--- src/rtl/gpp_defines.vh ---
// Register offsets, field masks and reset values of the general purpose port block
`ifndef GPP_DEFINES_VH
`define GPP_DEFINES_VH

// ----------------------------------------------------------------
// Address layout: one 32-byte window per port, then global words
// ----------------------------------------------------------------
`define GPP_PORT_SEL_HI   7
`define GPP_PORT_SEL_LO   5
`define GPP_REG_SEL_HI    4
`define GPP_REG_SEL_LO    2
`define GPP_NUM_PORTS     5
`define GPP_GLOBAL_SEL    3'h5

// Per-port register indexes (byte offset is index times four)
`define GPP_REG_DOUT      3'h0
`define GPP_REG_DIR       3'h1
`define GPP_REG_PULL      3'h2
`define GPP_REG_ODRAIN    3'h3
`define GPP_REG_IEN       3'h4
`define GPP_REG_LEVEL     3'h5

// Global register indexes inside the global window
`define GPP_REG_ISTAT     3'h0
`define GPP_REG_IMASK     3'h1

// ----------------------------------------------------------------
// Field masks and reset values
// ----------------------------------------------------------------
`define GPP_IMPL_FULL     8'hFF
`define GPP_IMPL_PORT3    8'h1F
`define GPP_OONLY_PORT1   8'h20
`define GPP_OONLY_NONE    8'h00
`define GPP_RST_DOUT      8'h00
`define GPP_RST_DIR       8'h00
`define GPP_RST_PULL      8'h00
`define GPP_RST_ODRAIN    8'h00
`define GPP_RST_IEN       8'h00
`define GPP_RST_ISTAT     24'h000000
`define GPP_RST_IMASK     24'h000000

`endif

--- src/rtl/gpp_port.v ---
// One eight-bit general purpose port: pin synchroniser, drive control, change events
`timescale 1ns/1ps
`default_nettype none

module gpp_port #(
  parameter [7:0] IMPL  = 8'hFF,
  parameter [7:0] OONLY = 8'h00,
  parameter       IRQC  = 1
) (
  // Clock and reset
  input  wire       clk,
  input  wire       rst_n,
  // Configuration from the register file
  input  wire [7:0] dout,
  input  wire [7:0] dir,
  input  wire [7:0] pull,
  input  wire [7:0] odrain,
  input  wire [7:0] ien,
  // Pins
  input  wire [7:0] pin_i,
  output reg  [7:0] pin_o,
  output reg  [7:0] pin_oe_n,
  output reg  [7:0] pin_pu,
  // State seen by software
  output wire [7:0] level,
  output wire [7:0] evt
);

  reg  [7:0] sync1_q;
  reg  [7:0] sync2_q;
  reg  [7:0] last_q;
  wire [7:0] drive;
  wire [7:0] en;
  wire [7:0] irq_bits;

  // ----------------------------------------------------------------
  // Input path
  // ----------------------------------------------------------------
  // Two stages before use; the third holds the previous level for edges
  always @(posedge clk or negedge rst_n) begin
    if (!rst_n) begin
      sync1_q <= 8'h00;
      sync2_q <= 8'h00;
      last_q  <= 8'h00;
    end else begin
      sync1_q <= pin_i & IMPL;
      sync2_q <= sync1_q;
      last_q  <= sync2_q;
    end
  end

  // Output-only bits read back what they drive; levels always readable
  assign level = ((sync2_q & ~OONLY) | (dout & OONLY)) & IMPL;

  // A change on an enabled input is an event; masked pins stay silent
  assign irq_bits = IRQC ? (IMPL & ~OONLY) : 8'h00;
  assign evt      = (sync2_q ^ last_q) & ien & irq_bits;

  // ----------------------------------------------------------------
  // Output path
  // ----------------------------------------------------------------
  // Each bit chooses direction and drive type alone
  assign drive = (dir | OONLY) & IMPL;
  // Open drain only sinks: enable when low, release when high
  assign en    = drive & (~odrain | ~dout);

  // Registered so pins never glitch on decode changes
  always @(posedge clk or negedge rst_n) begin
    if (!rst_n) begin
      pin_o    <= 8'h00;
      pin_oe_n <= ~OONLY;
      pin_pu   <= 8'h00;
    end else begin
      pin_o    <= dout & en;
      pin_oe_n <= ~en;
      pin_pu   <= pull & IMPL;
    end
  end

endmodule // gpp_port

`default_nettype wire

--- src/rtl/gpp_top.v ---
// General purpose port block with APB register access and one interrupt line
`timescale 1ns/1ps
`default_nettype none
`include "gpp_defines.vh"

module gpp_top (
  // Clock and reset
  input  wire        pclk,
  input  wire        presetn,
  // APB slave
  input  wire        psel,
  input  wire        penable,
  input  wire        pwrite,
  input  wire [7:0]  paddr,
  input  wire [31:0] pwdata,
  output wire [31:0] prdata,
  output wire        pready,
  output wire        pslverr,
  // Interrupt
  output wire        irq,
  // Port zero
  input  wire [7:0]  port_zero_pins_i,
  output wire [7:0]  port_zero_pins_o,
  output wire [7:0]  port_zero_pins_oe_n,
  output wire [7:0]  port_zero_pins_pu,
  // Port one, bit 0
  input  wire        port_one_bit0_pin_i,
  output wire        port_one_bit0_pin_o,
  output wire        port_one_bit0_pin_oe_n,
  output wire        port_one_bit0_pin_pu,
  // Port one, bits 1 to 4
  input  wire [3:0]  port_one_bits1to4_pins_i,
  output wire [3:0]  port_one_bits1to4_pins_o,
  output wire [3:0]  port_one_bits1to4_pins_oe_n,
  output wire [3:0]  port_one_bits1to4_pins_pu,
  // Port one, bit 5 (drives only)
  output wire        port_one_output_only_pin_o,
  output wire        port_one_output_only_pin_oe_n,
  output wire        port_one_output_only_pin_pu,
  // Port one, bits 6 and 7
  input  wire [1:0]  port_one_bits6to7_pins_i,
  output wire [1:0]  port_one_bits6to7_pins_o,
  output wire [1:0]  port_one_bits6to7_pins_oe_n,
  output wire [1:0]  port_one_bits6to7_pins_pu,
  // Port two
  input  wire [7:0]  port_two_pins_i,
  output wire [7:0]  port_two_pins_o,
  output wire [7:0]  port_two_pins_oe_n,
  output wire [7:0]  port_two_pins_pu,
  // Port three, bits 0 to 3
  input  wire [3:0]  port_three_low_pins_i,
  output wire [3:0]  port_three_low_pins_o,
  output wire [3:0]  port_three_low_pins_oe_n,
  output wire [3:0]  port_three_low_pins_pu,
  // Port three, bit 4
  input  wire        port_three_bit4_pin_i,
  output wire        port_three_bit4_pin_o,
  output wire        port_three_bit4_pin_oe_n,
  output wire        port_three_bit4_pin_pu,
  // Port four
  input  wire [7:0]  port_four_pins_i,
  output wire [7:0]  port_four_pins_o,
  output wire [7:0]  port_four_pins_oe_n,
  output wire [7:0]  port_four_pins_pu
);

  // ----------------------------------------------------------------
  // Per-port feature masks
  // ----------------------------------------------------------------
  // Bits that exist on a port
  function [7:0] impl_m;
    input [2:0] p;
    begin
      impl_m = (p == 3'd3) ? `GPP_IMPL_PORT3 : `GPP_IMPL_FULL;
    end
  endfunction

  // Bits that only drive
  function [7:0] oonly_m;
    input [2:0] p;
    begin
      oonly_m = (p == 3'd1) ? `GPP_OONLY_PORT1 : `GPP_OONLY_NONE;
    end
  endfunction

  // Bits that may raise interrupts
  function [7:0] irq_m;
    input [2:0] p;
    begin
      if (p == 3'd0 || p == 3'd1 || p == 3'd4) begin
        irq_m = impl_m(p) & ~oonly_m(p);
      end else begin
        irq_m = 8'h00;
      end
    end
  endfunction

  // ----------------------------------------------------------------
  // Registers
  // ----------------------------------------------------------------
  reg  [7:0]  dout_q   [0:4];
  reg  [7:0]  dir_q    [0:4];
  reg  [7:0]  pull_q   [0:4];
  reg  [7:0]  odrain_q [0:4];
  reg  [7:0]  ien_q    [0:4];
  reg  [23:0] istat_q;
  reg  [23:0] imask_q;
  reg  [31:0] prdata_q;
  reg  [31:0] rd_d;
  reg         pready_q;
  reg         pslverr_q;
  reg         err_d;
  reg         irq_q;
  reg  [23:0] istat_d;
  integer     k;

  wire [39:0] pin_i_all;
  wire [39:0] pin_o_all;
  wire [39:0] pin_oe_n_all;
  wire [39:0] pin_pu_all;
  wire [39:0] level_all;
  wire [39:0] evt_all;

  wire [2:0]  port_sel = paddr[`GPP_PORT_SEL_HI:`GPP_PORT_SEL_LO];
  wire [2:0]  reg_sel  = paddr[`GPP_REG_SEL_HI:`GPP_REG_SEL_LO];
  wire        is_port  = (port_sel < `GPP_NUM_PORTS);
  wire        is_glob  = (port_sel == `GPP_GLOBAL_SEL);
  wire        access   = psel & penable & pready_q;
  wire        wr_en    = access & pwrite & ~pslverr_q;
  wire        rd_en    = access & ~pwrite & ~pslverr_q;
  wire [7:0]  wdat     = pwdata[7:0];
  wire [7:0]  im       = impl_m(port_sel);
  wire [7:0]  om       = oonly_m(port_sel);

  // ----------------------------------------------------------------
  // Pin packing: bit 8*p+b is port p, bit b
  // ----------------------------------------------------------------
  // Absent inputs are tied low; the port masks them anyway
  assign pin_i_all = {port_four_pins_i,
                      3'b000, port_three_bit4_pin_i, port_three_low_pins_i,
                      port_two_pins_i,
                      port_one_bits6to7_pins_i, 1'b0, port_one_bits1to4_pins_i,
                      port_one_bit0_pin_i,
                      port_zero_pins_i};

  // ----------------------------------------------------------------
  // Port instances
  // ----------------------------------------------------------------
  genvar g;
  generate
    for (g = 0; g < `GPP_NUM_PORTS; g = g + 1) begin : g_port
      gpp_port #(
        .IMPL  ((g == 3) ? `GPP_IMPL_PORT3 : `GPP_IMPL_FULL),
        .OONLY ((g == 1) ? `GPP_OONLY_PORT1 : `GPP_OONLY_NONE),
        .IRQC  ((g == 0) || (g == 1) || (g == 4))
      ) u_port (
        .clk      (pclk),
        .rst_n    (presetn),
        .dout     (dout_q[g]),
        .dir      (dir_q[g]),
        .pull     (pull_q[g]),
        .odrain   (odrain_q[g]),
        .ien      (ien_q[g]),
        .pin_i    (pin_i_all[8*g+7:8*g]),
        .pin_o    (pin_o_all[8*g+7:8*g]),
        .pin_oe_n (pin_oe_n_all[8*g+7:8*g]),
        .pin_pu   (pin_pu_all[8*g+7:8*g]),
        .level    (level_all[8*g+7:8*g]),
        .evt      (evt_all[8*g+7:8*g])
      );
    end
  endgenerate

  // ----------------------------------------------------------------
  // Configuration registers
  // ----------------------------------------------------------------
  // Writes are masked so absent and fixed bits keep their values
  always @(posedge pclk or negedge presetn) begin
    if (!presetn) begin
      for (k = 0; k < `GPP_NUM_PORTS; k = k + 1) begin
        dout_q[k]   <= `GPP_RST_DOUT;
        dir_q[k]    <= `GPP_RST_DIR;
        pull_q[k]   <= `GPP_RST_PULL;
        odrain_q[k] <= `GPP_RST_ODRAIN;
        ien_q[k]    <= `GPP_RST_IEN;
      end
      imask_q <= `GPP_RST_IMASK;
    end else if (wr_en && is_port) begin
      case (reg_sel)
        `GPP_REG_DOUT:   dout_q[port_sel]   <= wdat & im;
        `GPP_REG_DIR:    dir_q[port_sel]    <= wdat & im & ~om;
        `GPP_REG_PULL:   pull_q[port_sel]   <= wdat & im;
        `GPP_REG_ODRAIN: odrain_q[port_sel] <= wdat & im;
        `GPP_REG_IEN:    ien_q[port_sel]    <= wdat & irq_m(port_sel);
        default: begin
        end
      endcase
    end else if (wr_en && is_glob && reg_sel == `GPP_REG_IMASK) begin
      imask_q <= pwdata[23:0];
    end
  end

  // ----------------------------------------------------------------
  // Interrupt status
  // ----------------------------------------------------------------
  // Port zero, one and four events; a new event beats a read clear
  always @* begin
    istat_d = istat_q;
    if (rd_en && is_glob && reg_sel == `GPP_REG_ISTAT) begin
      istat_d = 24'h000000;
    end
    istat_d = istat_d | {evt_all[39:32], evt_all[15:8], evt_all[7:0]};
  end

  // Level output registered so it changes on clock edges only
  always @(posedge pclk or negedge presetn) begin
    if (!presetn) begin
      istat_q <= `GPP_RST_ISTAT;
      irq_q   <= 1'b0;
    end else begin
      istat_q <= istat_d;
      irq_q   <= |(istat_d & imask_q);
    end
  end

  // ----------------------------------------------------------------
  // APB read decode
  // ----------------------------------------------------------------
  // Unmapped words read zero and report an error
  always @* begin
    rd_d  = 32'h00000000;
    err_d = 1'b0;
    if (is_port) begin
      case (reg_sel)
        `GPP_REG_DOUT:   rd_d[7:0] = dout_q[port_sel];
        `GPP_REG_DIR:    rd_d[7:0] = dir_q[port_sel] | om;
        `GPP_REG_PULL:   rd_d[7:0] = pull_q[port_sel];
        `GPP_REG_ODRAIN: rd_d[7:0] = odrain_q[port_sel];
        `GPP_REG_IEN:    rd_d[7:0] = ien_q[port_sel];
        `GPP_REG_LEVEL:  rd_d[7:0] = level_all[8*port_sel +: 8];
        default:         err_d     = 1'b1;
      endcase
      if (pwrite && reg_sel == `GPP_REG_LEVEL) begin
        err_d = 1'b1;
      end
    end else if (is_glob) begin
      case (reg_sel)
        `GPP_REG_ISTAT:  rd_d[23:0] = istat_q;
        `GPP_REG_IMASK:  rd_d[23:0] = imask_q;
        default:         err_d      = 1'b1;
      endcase
      if (pwrite && reg_sel == `GPP_REG_ISTAT) begin
        err_d = 1'b1;
      end
    end else begin
      err_d = 1'b1;
    end
  end

  // No wait state: answer is captured in the setup cycle, shown in the first access cycle
  always @(posedge pclk or negedge presetn) begin
    if (!presetn) begin
      pready_q  <= 1'b0;
      pslverr_q <= 1'b0;
      prdata_q  <= 32'h00000000;
    end else begin
      pready_q  <= psel & ~penable;
      pslverr_q <= psel & ~penable & err_d;
      prdata_q  <= (psel & ~penable & ~pwrite) ? rd_d : 32'h00000000;
    end
  end

  // ----------------------------------------------------------------
  // Outputs
  // ----------------------------------------------------------------
  assign prdata  = prdata_q;
  assign pready  = pready_q;
  assign pslverr = pslverr_q;
  assign irq     = irq_q;

  assign port_zero_pins_o              = pin_o_all[7:0];
  assign port_zero_pins_oe_n           = pin_oe_n_all[7:0];
  assign port_zero_pins_pu             = pin_pu_all[7:0];
  assign port_one_bit0_pin_o           = pin_o_all[8];
  assign port_one_bit0_pin_oe_n        = pin_oe_n_all[8];
  assign port_one_bit0_pin_pu          = pin_pu_all[8];
  assign port_one_bits1to4_pins_o      = pin_o_all[12:9];
  assign port_one_bits1to4_pins_oe_n   = pin_oe_n_all[12:9];
  assign port_one_bits1to4_pins_pu     = pin_pu_all[12:9];
  assign port_one_output_only_pin_o    = pin_o_all[13];
  assign port_one_output_only_pin_oe_n = pin_oe_n_all[13];
  assign port_one_output_only_pin_pu   = pin_pu_all[13];
  assign port_one_bits6to7_pins_o      = pin_o_all[15:14];
  assign port_one_bits6to7_pins_oe_n   = pin_oe_n_all[15:14];
  assign port_one_bits6to7_pins_pu     = pin_pu_all[15:14];
  assign port_two_pins_o               = pin_o_all[23:16];
  assign port_two_pins_oe_n            = pin_oe_n_all[23:16];
  assign port_two_pins_pu              = pin_pu_all[23:16];
  assign port_three_low_pins_o         = pin_o_all[27:24];
  assign port_three_low_pins_oe_n      = pin_oe_n_all[27:24];
  assign port_three_low_pins_pu        = pin_pu_all[27:24];
  assign port_three_bit4_pin_o         = pin_o_all[28];
  assign port_three_bit4_pin_oe_n      = pin_oe_n_all[28];
  assign port_three_bit4_pin_pu        = pin_pu_all[28];
  assign port_four_pins_o              = pin_o_all[39:32];
  assign port_four_pins_oe_n           = pin_oe_n_all[39:32];
  assign port_four_pins_pu             = pin_pu_all[39:32];

endmodule // gpp_top

`default_nettype wire

--- config.mk ---
export PLATFORM = sky130hd
export DESIGN_NAME = gpp_top
export DESIGN_NICKNAME = d
export VERILOG_FILES = /design/src/rtl/gpp_port.v /design/src/rtl/gpp_top.v
export VERILOG_INCLUDE_DIRS = /design/src /design/src/rtl
export SDC_FILE = /design/constraint.sdc
export NUM_CORES = 1
export LEC_CHECK = 0
export BUFFER_PORTS_ARGS = -buffer_cell sky130_fd_sc_hd__buf_4
export CAP_MARGIN = 5
export CORE_ASPECT_RATIO = 0.5
export CORE_MARGIN = 4
export CORE_UTILIZATION = 45
export DETAILED_ROUTE_END_ITERATION = 7
export GPL_TIMING_DRIVEN = 0
export SLEW_MARGIN = 20
export SYNTH_ARGS = -nofsm -noshare
export SYNTH_HDL_FRONTEND = slang
export SYNTH_SLANG_ARGS = --single-unit
--- constraint.sdc ---
create_clock -name pclk -period 1.95 [get_ports pclk]
set_input_delay 0.0975 -clock pclk [delete_from_list [all_inputs] [get_ports pclk]]
set_output_delay 0.0975 -clock pclk [all_outputs]
set_load 0.02 [all_outputs]
Yosys cells after proc, flatten, opt, wreduce, memory -nomap -nowiden
Cells that the tools add are included.
{"block": "classes", "n_lt_le_gt_ge": 3, "n_eq_ne": 9, "n_shift": 1, "muxes": 40, "bitwise": 59, "reduce_logical": 21}
{"op": "$bwmux 40", "n": 5}
{"op": "$mux 8", "n": 16}
{"op": "$and 8x8->8", "n": 15}
{"op": "$bmux 8 s3", "n": 5}
{"op": "$not 8->8", "n": 12}
{"op": "$mux 24", "n": 3}
{"op": "$pmux 24 s2", "n": 1}
{"op": "$pmux 8 s6", "n": 1}
{"op": "$shiftx 40x7->8", "n": 1}
{"op": "$or 8x8->8", "n": 4}
{"op": "$and 24x24->24", "n": 1}
{"op": "$demux 8 s3", "n": 1}
{"op": "$or 24x24->24", "n": 1}
{"op": "$reduce_or 24->1", "n": 1}
{"op": "$xor 8x8->8", "n": 3}
{"op": "$mux 16", "n": 1}
{"op": "$or 8x6->8", "n": 2}
{"op": "$not 5->5", "n": 3}
{"op": "$eq 3x3->1 const B", "n": 4}
{"op": "$reduce_and 2->1", "n": 6}
{"op": "$and 5x5->5", "n": 2}
{"op": "$and 1x1->1", "n": 9}
{"op": "$eq 3x2->1 const B", "n": 3}
{"op": "$logic_and 1x1->1", "n": 8}
{"op": "14 further kinds", "n": 25}
{"block": "totals", "regBits": 481, "in_bits": 81, "output_inout_bits": 146, "wordCells": 192}

Logic depth before layout (Yosys ltp)
Gate-level depths: netlist of the first run.
{"block": "depth", "word_depth": 10, "depth_mapped": 9, "ltp_nobuf": 5}

Cells and area by module
A second synthesis of the first run with hierarchy kept.
{"block": "hier_totals", "cells_unflattened": 1388, "hier_area_um2": 19125.8}
{"module": "gpp_top", "n_inst": 1, "cells_each": 1005, "area_per_inst_um2": 12709.7}
{"module": "gpp_port at g_port[0].u_port ...", "n_inst": 2, "cells_each": 88, "area_per_inst_um2": 1461.4}
{"module": "gpp_port at g_port[1].u_port", "n_inst": 1, "cells_each": 85, "area_per_inst_um2": 1385.1}
{"module": "gpp_port at g_port[2].u_port", "n_inst": 1, "cells_each": 65, "area_per_inst_um2": 1224.9}
{"module": "gpp_port at g_port[3].u_port", "n_inst": 1, "cells_each": 57, "area_per_inst_um2": 883.3}

Least setup slack after synthesis of the first run
OpenSTA, ideal clock, no wires.
{"block": "synth_timing", "path_type": "flip-flop to flip-flop", "start": "register pslverr_q (netlist: pslverr)", "end": "register pull_q[21] in the netlist's numbering", "t_arrival_ns": 1.788, "slack_ns": 0.037, "stages_incl_launch_ff": 6, "path_buffers": 0, "period_less_slack_ns": 1.913, "path_cell_list": "dfrtp_1 and4b_1 and3_2 nand2_2 nor3_4 mux2_2"}
{"block": "synth_via", "elab_chain_len": 4}
{"element": "from (decl)", "line": "gpp_top.v:111", "source": "reg pslverr_q;"}
{"element": "from (signal assigned)", "line": "gpp_top.v:268", "source": "pslverr_q <= psel & ~penable & err_d;"}
{"element": "$not 1->1", "line": "gpp_top.v:129", "source": "wire wr_en = access & pwrite & ~pslverr_q;"}
{"element": "$and 1x1->1", "line": "gpp_top.v:129"}
{"element": "$logic_and 1x1->1", "line": "gpp_top.v:188", "source": "end else if (wr_en && is_port) begin"}
{"element": "$reduce_and 2->1 (no line)"}
{"element": "to (signal, indexed assignment)", "line": "gpp_top.v:183", "source": "pull_q[k] <= `GPP_RST_PULL;"}
{"element": "to (signal, indexed assignment)", "line": "gpp_top.v:192", "source": "`GPP_REG_PULL: pull_q[port_sel] <= wdat & im;"}
{"element": "to (decl)", "line": "gpp_top.v:103", "source": "reg [7:0] pull_q [0:4];"}
Every way passes these cells.
A chain may end at the register's enable or synchronous reset.

Worst setup path in the final report of the first run
{"block": "layout_timing", "start": "register pslverr_q (netlist: pslverr)", "end": "register odrain_q[17] in the netlist's numbering"}
{"block": "layout_via", "elab_chain_len": 4}
{"element": "$not 1->1", "line": "gpp_top.v:129"}
{"element": "$and 1x1->1", "line": "gpp_top.v:129"}
{"element": "$logic_and 1x1->1", "line": "gpp_top.v:188"}
{"element": "$reduce_and 2->1 (no line)"}
{"element": "to (signal, indexed assignment)", "line": "gpp_top.v:184", "source": "odrain_q[k] <= `GPP_RST_ODRAIN;"}
{"element": "to (signal, indexed assignment)", "line": "gpp_top.v:193", "source": "`GPP_REG_ODRAIN: odrain_q[port_sel] <= wdat & im;"}
{"element": "to (decl)", "line": "gpp_top.v:104", "source": "reg [7:0] odrain_q [0:4];"}
Every way passes these cells.

==> flow_metrics.tcl, run 1 <==
set metrics [dict create \
    finalHoldViolCount 0 \
    critPathMaxStageDelay_ns 0.38 \
    r2r_start "pslverr$_DFF_PN0_" \
    hp-start "pwrite" \
    holdPathStages 4 \
    drc_errors 0 \
    max_cap_violations 0 \
    synth_edf_count 0 \
    power.density_nw_per_um2 852 \
    crit_chain "and4b_2 > and3_4 > nand2_8 > nor3_4 > buf_12 > mux2_4" \
    synthArstFlopShare_pct 100 \
    fin_setup_tns_ns -1.20 \
    rsz0062_at_grt "true" \
    path_class "reg2reg" \
    hp-class "in2reg" \
    wl_per_cell_um 27.5 \
    fmax_mhz 490 \
    syn_to_final_growth_pct 28.8 \
    grt_pass1_vias 13700 \
    syn_inst 1371 \
    peakVddDrop_mv 0.533 \
    cp_slowest_cell "dfrtp_1" \
    htreeDepth 2 \
    clock_latency_ns 0.55 \
    max_slew.worst_pin.slew_ns 1.02 \
    synthTopCellsByCount "dfrtp_1, mux2_2, nand2_1" \
    grt_pass1_wl_um 93400 \
    num-fill-cells 3284 \
    layout.nets 1815 \
    status "finished with violations" \
    die_area_um2 45700 \
    start_util_pct 46.2 \
    syn_area_um2 19000 \
    wl_um 64200 \
    yosysUniqueCellTypes 74 \
    dominantRegCellSynth "dfrtp_1" \
    setup_slack_ns -0.0914 \
    cts_max_path_buffers 3 \
    syn_area_per_cell_um2 13.8 \
    port_buffers 207 \
    slew_viol_final 0 \
    cts_sinks 480 \
    hold_end "irq$_DFF_PN0_" \
    end_kind "register" \
    fin_worst_skew_ns 0.0139 \
    vias_per_cell 5.71 \
    total_power_mw 20.8 \
    final_antenna_net_count 0 \
    drt_first_pass_iters 5 \
    r2r-end "odrain_q[17]$_DFFE_PN0P_" \
    antenna_cells 0 \
    leakage_nw 11.7 \
    row_count 52 \
    io_pins 227 \
    globalRouteTotalUtil_pct 27.8 \
    cts-root-buf "clkbuf_16" \
    yosys_warnings 0 \
    synth-seq-cells 480 \
    cts_tree "built" \
    grt_max_degree 104 \
    first_iter_violations 1297 \
    fp.dieH_um 153 \
    fin_crit_sh_pct 105 \
    worstPathArrival_ns 2.47 \
    hpwl_um 46500 \
    synth_top_area_share_pct 58.5 \
    reg2reg_slack_ns -0.09 \
    violations "setup timing" \
    ff2ff_path_depth 6 \
    fin_crit_ns 2.04 \
    hold_ws_ns 0.0455 \
    synth.most_common_cell "dfrtp_1" \
    numCtsBuffers 42 \
    slew_headroom_pct 32.1 \
    gr-total-overflow 0 \
    path_clk_slew_ns 0.06 \
    ys_seq_area_share_pct 63.5 \
    drive_gt1_share_pct 36.6 \
    critPathMaxFanout 7 \
    critPathLaunchType "register" \
    gp_congestion 0.969 \
    setup_viol 41 \
    critical_path_required_ns 2.38 \
    synth.area.top_cells "dfrtp_1, mux2_2, dfstp_2" \
    antenna_found_initial 5 \
    place_ws_ns -0.718 \
    yosys.area.top_type "dfrtp_1" \
    vias 13300 \
    fp.dieW_um 298 \
    placeableCoreArea_um2 41100 \
]
registers in the layout, summed over array words and instances, names as in the netlist:
| name | count |
|---|---|
| g_port.u_port.sync1_q | 36 |
| pready | 1 |
| g_port.u_port.pin_oe_n | 37 |
| g_port.u_port.pin_pu | 37 |
| odrain_q | 40 |
| pull_q | 40 |
| g_port.u_port.sync2_q | 12 |
| istat_q | 24 |
| ien_q | 40 |
| pslverr | 1 |
| g_port.u_port.last_q | 23 |
| g_port.u_port.pin_o | 37 |
| dout_q | 40 |
| imask_q | 24 |
| dir_q | 39 |
| prdata | 24 |
| g_port.u_port.level | 24 |
| irq | 1 |
worst max-delay path by stage:
stage                      start                  endpoint  slack (ns)
2_1_floorplan  pslverr$_DFF_PN0_    pull_q[21]$_DFFE_PN0P_        0.04
3_3_place_gp             presetn   imask_q[12]$_DFFE_PN0P_       -3.87
3_5_place_dp            paddr[6]       prdata[7]$_DFF_PN0_       -0.72
4_1_cts        pslverr$_DFF_PN0_  odrain_q[19]$_DFFE_PN0P_       -0.09
5_1_grt        pslverr$_DFF_PN0_  odrain_q[17]$_DFFE_PN0P_       -0.13
6_report       pslverr$_DFF_PN0_  odrain_q[17]$_DFFE_PN0P_       -0.09
kinds of logic after synthesis:
logic type | share of synthesized area, %
flip-flops | 63.5
AND/OR/NAND/NOR | 9.18
multiplexers | 16.0
AO/OA/AOI/OAI | 7.85
buffers and inverters | 2.40
XOR/XNOR | 1.06
other | 0.0198
worst max-delay path: cells and delay by family, from the launching register on:
| kind | cells | cell delay [ns] |
|---|---|---|
| and+or+nand+nor | 4 | 1.05 |
| DFF | 1 | 0.38 |
| muxes | 1 | 0.30 |
| buffers and inverters | 1 | 0.18 |
metal layers:
| metal | wire [µm] | vias to the layer above | global-route usage [%] |
|---|---|---|---|
| met5 | 8 | - | 0 |
| met4 | 1050 | 2 | 5.43 |
| met3 | 6690 | 81 | 9.72 |
| met2 | 28000 | 565 | 41.0 |
| met1 | 28500 | 7042 | 40.4 |
| li1 | - | 5636 | - |
cell usage in the layout (no fill, tap or decap), types with 5 or more instances in the layout:
master | Yosys | layout
a22oi_1 | 43 | 43
clkinv_2 | 0 | 6
nand3_4 | 3 | 6
buf_12 | 0 | 17
nor3_4 | 4 | 5
o21a_1 | 5 | 5
mux2_1 | 20 | 20
o22ai_1 | 14 | 14
nor2b_1 | 34 | 34
buf_6 | 9 | 13
dfrtp_1 | 444 | 444
mux4_2 | 11 | 11
mux2i_1 | 51 | 51
nand3_1 | 31 | 30
mux2_2 | 182 | 132
a31oi_1 | 7 | 7
nand2_1 | 103 | 103
nand4_1 | 6 | 6
clkbuf_1 | 25 | 28
dlygate4sd3_1 | 0 | 64
buf_16 | 0 | 5
buf_2 | 17 | 16
dfstp_2 | 36 | 36
xor2_1 | 23 | 23
mux2_4 | 0 | 50
nor2_1 | 31 | 30
buf_4 | 19 | 241
o21ai_0 | 44 | 44
clkbuf_16 | 0 | 45
a22o_1 | 27 | 27
and3_1 | 39 | 39
a21oi_1 | 27 | 26
bufinv_16 | 0 | 6
clkbuf_8 | 0 | 9
and2_1 | 15 | 14
nor2_4 | 6 | 16
conb_1 | 1 | 8
through the flow:
stage	cells	util (%)	cell area, µm²
3_5_place_dp	2157	52.2	21400
5_1_grt	2333	59.6	24500
6_report	2333	59.6	24500
3_3_place_gp	2152	51.8	21300
4_1_cts	2323	58.9	24200
2_1_floorplan	1378	-	19000
power by group:
group,switching [mW],internal [mW],leakage (nW)
sequential,0.137,10.1,6.35
clock,3.79,5.36,0.747
combinational,0.893,0.494,4.58
repair_timing:
item,CTS,global route
setup buffers,26,10
setup endpoints to repair,234,174
hold endpoints to repair,287,0
hold buffers,64,0
resized for setup,56,40
pin swaps,17,18
cell type report:
cell class / count / area (µm²) / share of cell area (%)
Timing Repair Buffer: 312 / 2820 / 11.5
Buffer: 73 / 458 / 1.87
Multi-Input combinational cell: 820 / 6860 / 28.1
Clock inverter: 17 / 251 / 1.03
Clock buffer: 59 / 1270 / 5.19
Sequential cell: 480 / 12100 / 49.3
Tap cell: 567 / 709 / 2.90
Inverter: 5 / 22.5 / 0.0921
No activity file was read; power rests on OpenSTA's default activity.
==> run 2: changes to the inputs <==
--- a/config.mk
+++ b/config.mk
@@ -13,6 +13,7 @@
 export CORE_UTILIZATION = 45
 export DETAILED_ROUTE_END_ITERATION = 7
 export GPL_TIMING_DRIVEN = 0
+export REMOVE_ABC_BUFFERS = 1
 export SLEW_MARGIN = 20
 export SYNTH_ARGS = -nofsm -noshare
 export SYNTH_HDL_FRONTEND = slang
==> flow_metrics.tcl, run 2 (same netlist as run 1, synthesis figures left out) <==
set metrics [dict create \
    status "finished with violations" \
    violations "setup timing" \
    crit_chain "a222oi_1 > nand3_1 > or3_4 > a2111oi_4 > nand4b_1" \
    drt_first_pass_iters 7 \
    holdPathStages 4 \
    layout_commonest_cell "dfrtp_1" \
    fin_worst_skew_ns 0.0195 \
    rsz0062_at_grt "true" \
    htreeDepth 2 \
    wl_um 56700 \
    final_cells 2283 \
    io_pins 227 \
    fin_crit_ns 2.07 \
    num-fill-cells 3215 \
    numCtsBuffers 43 \
    globalRouteTotalUtil_pct 24.1 \
    start_util_pct 46.2 \
    syn_to_final_growth_pct 28.1 \
    finalHoldViolCount 0 \
    max_cap_violations 0 \
    hpwl_um 37000 \
    place_ws_ns -1.18 \
    fp.dieH_um 153 \
    row_count 52 \
    critPathMaxStageDelay_ns 0.42 \
    final_antenna_net_count 0 \
    port_buffers 208 \
    placeableCoreArea_um2 41100 \
    drc_errors 0 \
    drive_gt1_share_pct 37.3 \
    vias 12900 \
    wl_per_cell_um 24.8 \
    slew_viol_final 0 \
    multi_input_area_um2 7050 \
    grt_pass1_wl_um 83800 \
    cts_tree "built" \
    ff2ff_path_depth 5 \
    grt_pass1_vias 13200 \
    cts-root-buf "clkbuf_16" \
    max_slew.worst_pin.slew_ns 0.779 \
    layout_common_cells "dfrtp_1, buf_4, mux2_2" \
    antenna_found_initial 3 \
    critPathMaxFanout 4 \
    end_kind "register" \
    grt_max_degree 104 \
    path_class "reg2reg" \
    path_clk_slew_ns 0.07 \
    critical_path_required_ns 2.33 \
    fin_crit_sh_pct 106 \
    cts_max_path_buffers 3 \
    total_power_mw 20.0 \
    fmax_mhz 483 \
    cts_sinks 480 \
    peakVddDrop_mv 0.538 \
    critPathLaunchType "register" \
    cp_slowest_cell "dfrtp_1" \
    setup_slack_ns -0.119 \
    vias_per_cell 5.66 \
    clock_latency_ns 0.55 \
    gr-total-overflow 0 \
    die_area_um2 45700 \
    worstPathArrival_ns 2.45 \
    slew_headroom_pct 47.9 \
    setup_viol 16 \
    fp.dieW_um 298 \
    regArea_um2 12100 \
    reg2reg_slack_ns -0.12 \
    hp-class "in2reg" \
    layout.nets 1763 \
    gp_congestion 0.896 \
    dp.cells 2093 \
    first_iter_violations 1260 \
    leakage_nw 11.6 \
    power.density_nw_per_um2 824 \
]
[run 2: changes by cell type in the layout (fill, tap and decap cells not counted), sizes merged]
cell,previous run,this run
clkinv,7,12
clkinvlp,3,5
nand3,37,42
clkbuf,86,59
buf,294,267
diode,0,2
bufinv,6,3
inv,6,4
bufbuf,0,1
dlygate4sd3,64,58
[run 2: power by group]
part	switching, mW	total [mW]	internal, mW
logic	0.807	1.29	0.479
clock network	3.71	8.48	4.77
registers	0.120	10.3	10.2
[run 2: path summary, 6_finish.rpt]
check                                                            from                                endpoint
worst min register to register  g_port[3].u_port.sync1_q[1]$_DFF_PN0_   g_port[3].u_port.sync2_q[1]$_DFF_PN0_
worst max-delay path                          imask_q[17]$_DFFE_PN0P_                           irq$_DFF_PN0_
worst max register to register                imask_q[17]$_DFFE_PN0P_                           irq$_DFF_PN0_
worst min-delay path                                           pwrite                       pslverr$_DFF_PN0_
max in group asynchronous                                     presetn  g_port[3].u_port.pin_oe_n[0]$_DFF_PN1_
min in group asynchronous                                     presetn     g_port[4].u_port.level[2]$_DFF_PN0_
[run 2: critical path: cells and delay by family (launching register included)]
family | cells | cell delay [ns]
flip-flops | 1 | 0.42
AND/OR/NAND/NOR | 3 | 0.76
AO/OA/AOI/OAI | 2 | 0.72
[run 2: layer usage]
layer | global-route usage (%) | vias up | routed length [µm]
met3 | 5.30 | 103 | 4670
met4 | 5.48 | 0 | 1280
li1 | - | 5542 | -
met2 | 37.9 | 519 | 26300
met1 | 34.8 | 6763 | 24500
met5 | 0 | - | 0
[run 2: layout make-up]
type,count,area share (%)
Clock inverter,18,0.715
Antenna cell,2,0.0206
Multi-Input combinational cell,825,29.0
Timing Repair Buffer,326,12.7
Inverter,5,0.108
Sequential cell,480,49.6
Tap cell,567,2.92
Timing Repair inverter,1,0.0206
Clock buffer,59,5.00
[run 2: through the flow]
stage / hold slack (ns) / TNS, ns / util (%) / cell area [µm²]
finish: 0.0551 / -0.386 / 59.2 / 24300
global route: 0.0585 / -1.99 / 59.2 / 24300
CTS: 0.0350 / -0.730 / 58.2 / 23900
detailed placement: -0.0333 / -194.11 / 51.5 / 21100
global placement: 0.207 / -2175.52 / 50.8 / 20800
floorplan: -0.198 / -2.78 / - / 18600
[run 2: what timing repair did]
item	in CTS	in global routing
pin swaps	21	21
cloned	5	2
hold endpoints to repair	275	0
resized for setup	73	56
endpoints found under the setup margin	271	176
setup buffers	30	15
hold buffers	59	0
==> run 3: changes to the inputs <==
--- a/config.mk
+++ b/config.mk
@@ -13,8 +13,10 @@
 export CORE_UTILIZATION = 45
 export DETAILED_ROUTE_END_ITERATION = 7
 export GPL_TIMING_DRIVEN = 0
+export PLACE_DENSITY = 0.72
 export REMOVE_ABC_BUFFERS = 1
 export SLEW_MARGIN = 20
 export SYNTH_ARGS = -nofsm -noshare
 export SYNTH_HDL_FRONTEND = slang
+export SYNTH_HIERARCHICAL = 1
 export SYNTH_SLANG_ARGS = --single-unit
==> constraint.sdc (replaced) <==
create_clock -name pclk -period 2.03 [get_ports pclk]
set_input_delay 0.1015 -clock pclk [delete_from_list [all_inputs] [get_ports pclk]]
set_output_delay 0.1015 -clock pclk [all_outputs]
set_load 0.02 [all_outputs]
==> flow_metrics.tcl, run 3 <==
set metrics [dict create \
    crit_start "pslverr$_DFF_PN0_" \
    wl_um 53100 \
    layout_common_cells "dfrtp_1, buf_4, mux2_2" \
    grt_pass1_vias 12900 \
    r2r-end "dir_q[34]$_DFFE_PN0P_" \
    r2r_start "pslverr$_DFF_PN0_" \
    reg2reg_slack_ns -0.09 \
    numCtsBuffers 43 \
    syn_inst 1359 \
    crit_buf_inv 3 \
    fin_area_um2 24200 \
    hpwl_um 33500 \
    crit_end "dir_q[34]$_DFFE_PN0P_" \
    final_cells 2224 \
    wl_per_cell_um 23.9 \
    power.density_nw_per_um2 800 \
    violations "setup timing" \
    syn_to_final_growth_pct 28.2 \
    critPathMaxStageDelay_ns 0.39 \
    hp-class "in2reg" \
    cpMostUsedCell "buf_12" \
    placeableCoreArea_um2 40900 \
    fin_crit_ns 2.12 \
    placed_cell_area_um2 21100 \
    cts_max_path_buffers 3 \
    gr-total-overflow 0 \
    fin_setup_tns_ns -2.47 \
    crit_chain "and4b_4 > and3_4 > buf_12 > nand2_8 > buf_12 > nor2_4 > buf_12 > mux2_4" \
    path_class "reg2reg" \
    drc_errors 0 \
    cts-root-buf "clkbuf_16" \
    ff2ff_path_depth 8 \
    layout_commonest_cell "dfrtp_1" \
    path_depth 8 \
    peakVddDrop_mv 0.508 \
    rsz0062_at_grt "true" \
    fp.dieW_um 298 \
    worstPathArrival_ns 2.56 \
    critPathLaunchType "register" \
    globalRouteTotalUtil_pct 22.8 \
    max_cap_violations 0 \
    fin_worst_skew_ns 0.0128 \
    place_ws_ns -1.67 \
    finalHoldViolCount 0 \
    cts_sinks 480 \
    io_pins 227 \
    slew_viol_final 0 \
    syn_area_per_cell_um2 13.9 \
    port_buffers 208 \
    setup_slack_ns -0.0912 \
    end_kind "register" \
    path_clk_slew_ns 0.06 \
    gp_congestion 0.858 \
    grt_max_degree 101 \
    setup_viol 80 \
    vias 12500 \
    cts_tree "built" \
    layout.nets 1732 \
    critical_path_required_ns 2.46 \
    clock_latency_ns 0.55 \
    antenna_cells 0 \
    die_area_um2 45500 \
    vias_per_cell 5.64 \
    yosys_warnings 6 \
    fin_crit_sh_pct 104 \
    fmax_mhz 471 \
    hp-start "paddr[4]" \
    cp_slowest_cell "dfrtp_1" \
    final_util_pct 59.2 \
    dp.cells 2048 \
    final_antenna_net_count 0 \
    critPathMaxFanout 7 \
    start_util_pct 46.2 \
    leakage_nw 11.7 \
    row_count 52 \
    syn_area_um2 18900 \
    status "finished with violations" \
    htreeDepth 2 \
    slew_headroom_pct 26.7 \
    crit_family "simple AND/OR/NAND/NOR gates" \
    drive_gt1_share_pct 36.6 \
    max_slew.worst_pin.slew_ns 1.09 \
    antenna_found_initial 0 \
    grt_pass1_wl_um 79700 \
    fp.dieH_um 153 \
    first_iter_violations 1298 \
    drt_first_pass_iters 5 \
]
run 3: what timing repair did:
action                     4_1_cts  5_1_grt
buffers inserted                28        9
cloned                           2        0
setup endpoints to repair      225      173
pin swaps                       25       17
hold buffers                    59        0
hold endpoints to repair       345        0
gates resized for setup         99       50
run 3: metrics by stage:
stage                     hold slack (ns)  power, mW
final                              0.0545       19.4
after global routing               0.0549       20.0
after CTS                          0.0196       19.5
after detailed placement          -0.0299       11.0
after global placement              0.212       10.9
after floorplan                    -0.194       10.3
run 3: layout make-up:
cell class                      count  area, µm²
Inverter                            4       15.0
Multi-Input combinational cell    804       7070
Clock buffer                       67       1270
Timing Repair Buffer              318       2990
Sequential cell                   480      12100
Clock inverter                     11        166
Tap cell                          540        676
Fill cell                        3064      16700
run 3: tightest hold or removal path: cells and delay by family:
kind            cells  cell delay [ns]
compound gates      2             0.33
buf+inv             1             0.13
run 3: power breakdown:
| part | leakage, nW | internal, mW | switching (mW) |
|---|---|---|---|
| Combinational | 4.67 | 0.439 | 0.709 |
| Clock | 0.702 | 4.83 | 3.57 |
| Sequential | 6.34 | 9.74 | 0.108 |
run 3: how the worst min path moves through the flow:
stage                                            endpoint  slack (ns)  depth (start not counted)
floorplan                            dir_q[0]$_DFFE_PN0P_       -0.19                          0
global placement    g_port[3].u_port/sync1_q[4]$_DFF_PN0_        0.21                          1
detailed placement  g_port[1].u_port/sync1_q[7]$_DFF_PN0_       -0.03                          1
CTS                                     pslverr$_DFF_PN0_        0.02                          3
global route                       dout_q[36]$_DFFE_PN0P_        0.05                          2
finish                                  pslverr$_DFF_PN0_        0.05                          3
run 3: per-layer routing:
layer  routed length [µm]  GRT usage (%)
met3                 4090           5.63
met1                21900           30.2
met5                    0              0
met4                 1250           6.95
met2                25800           37.5
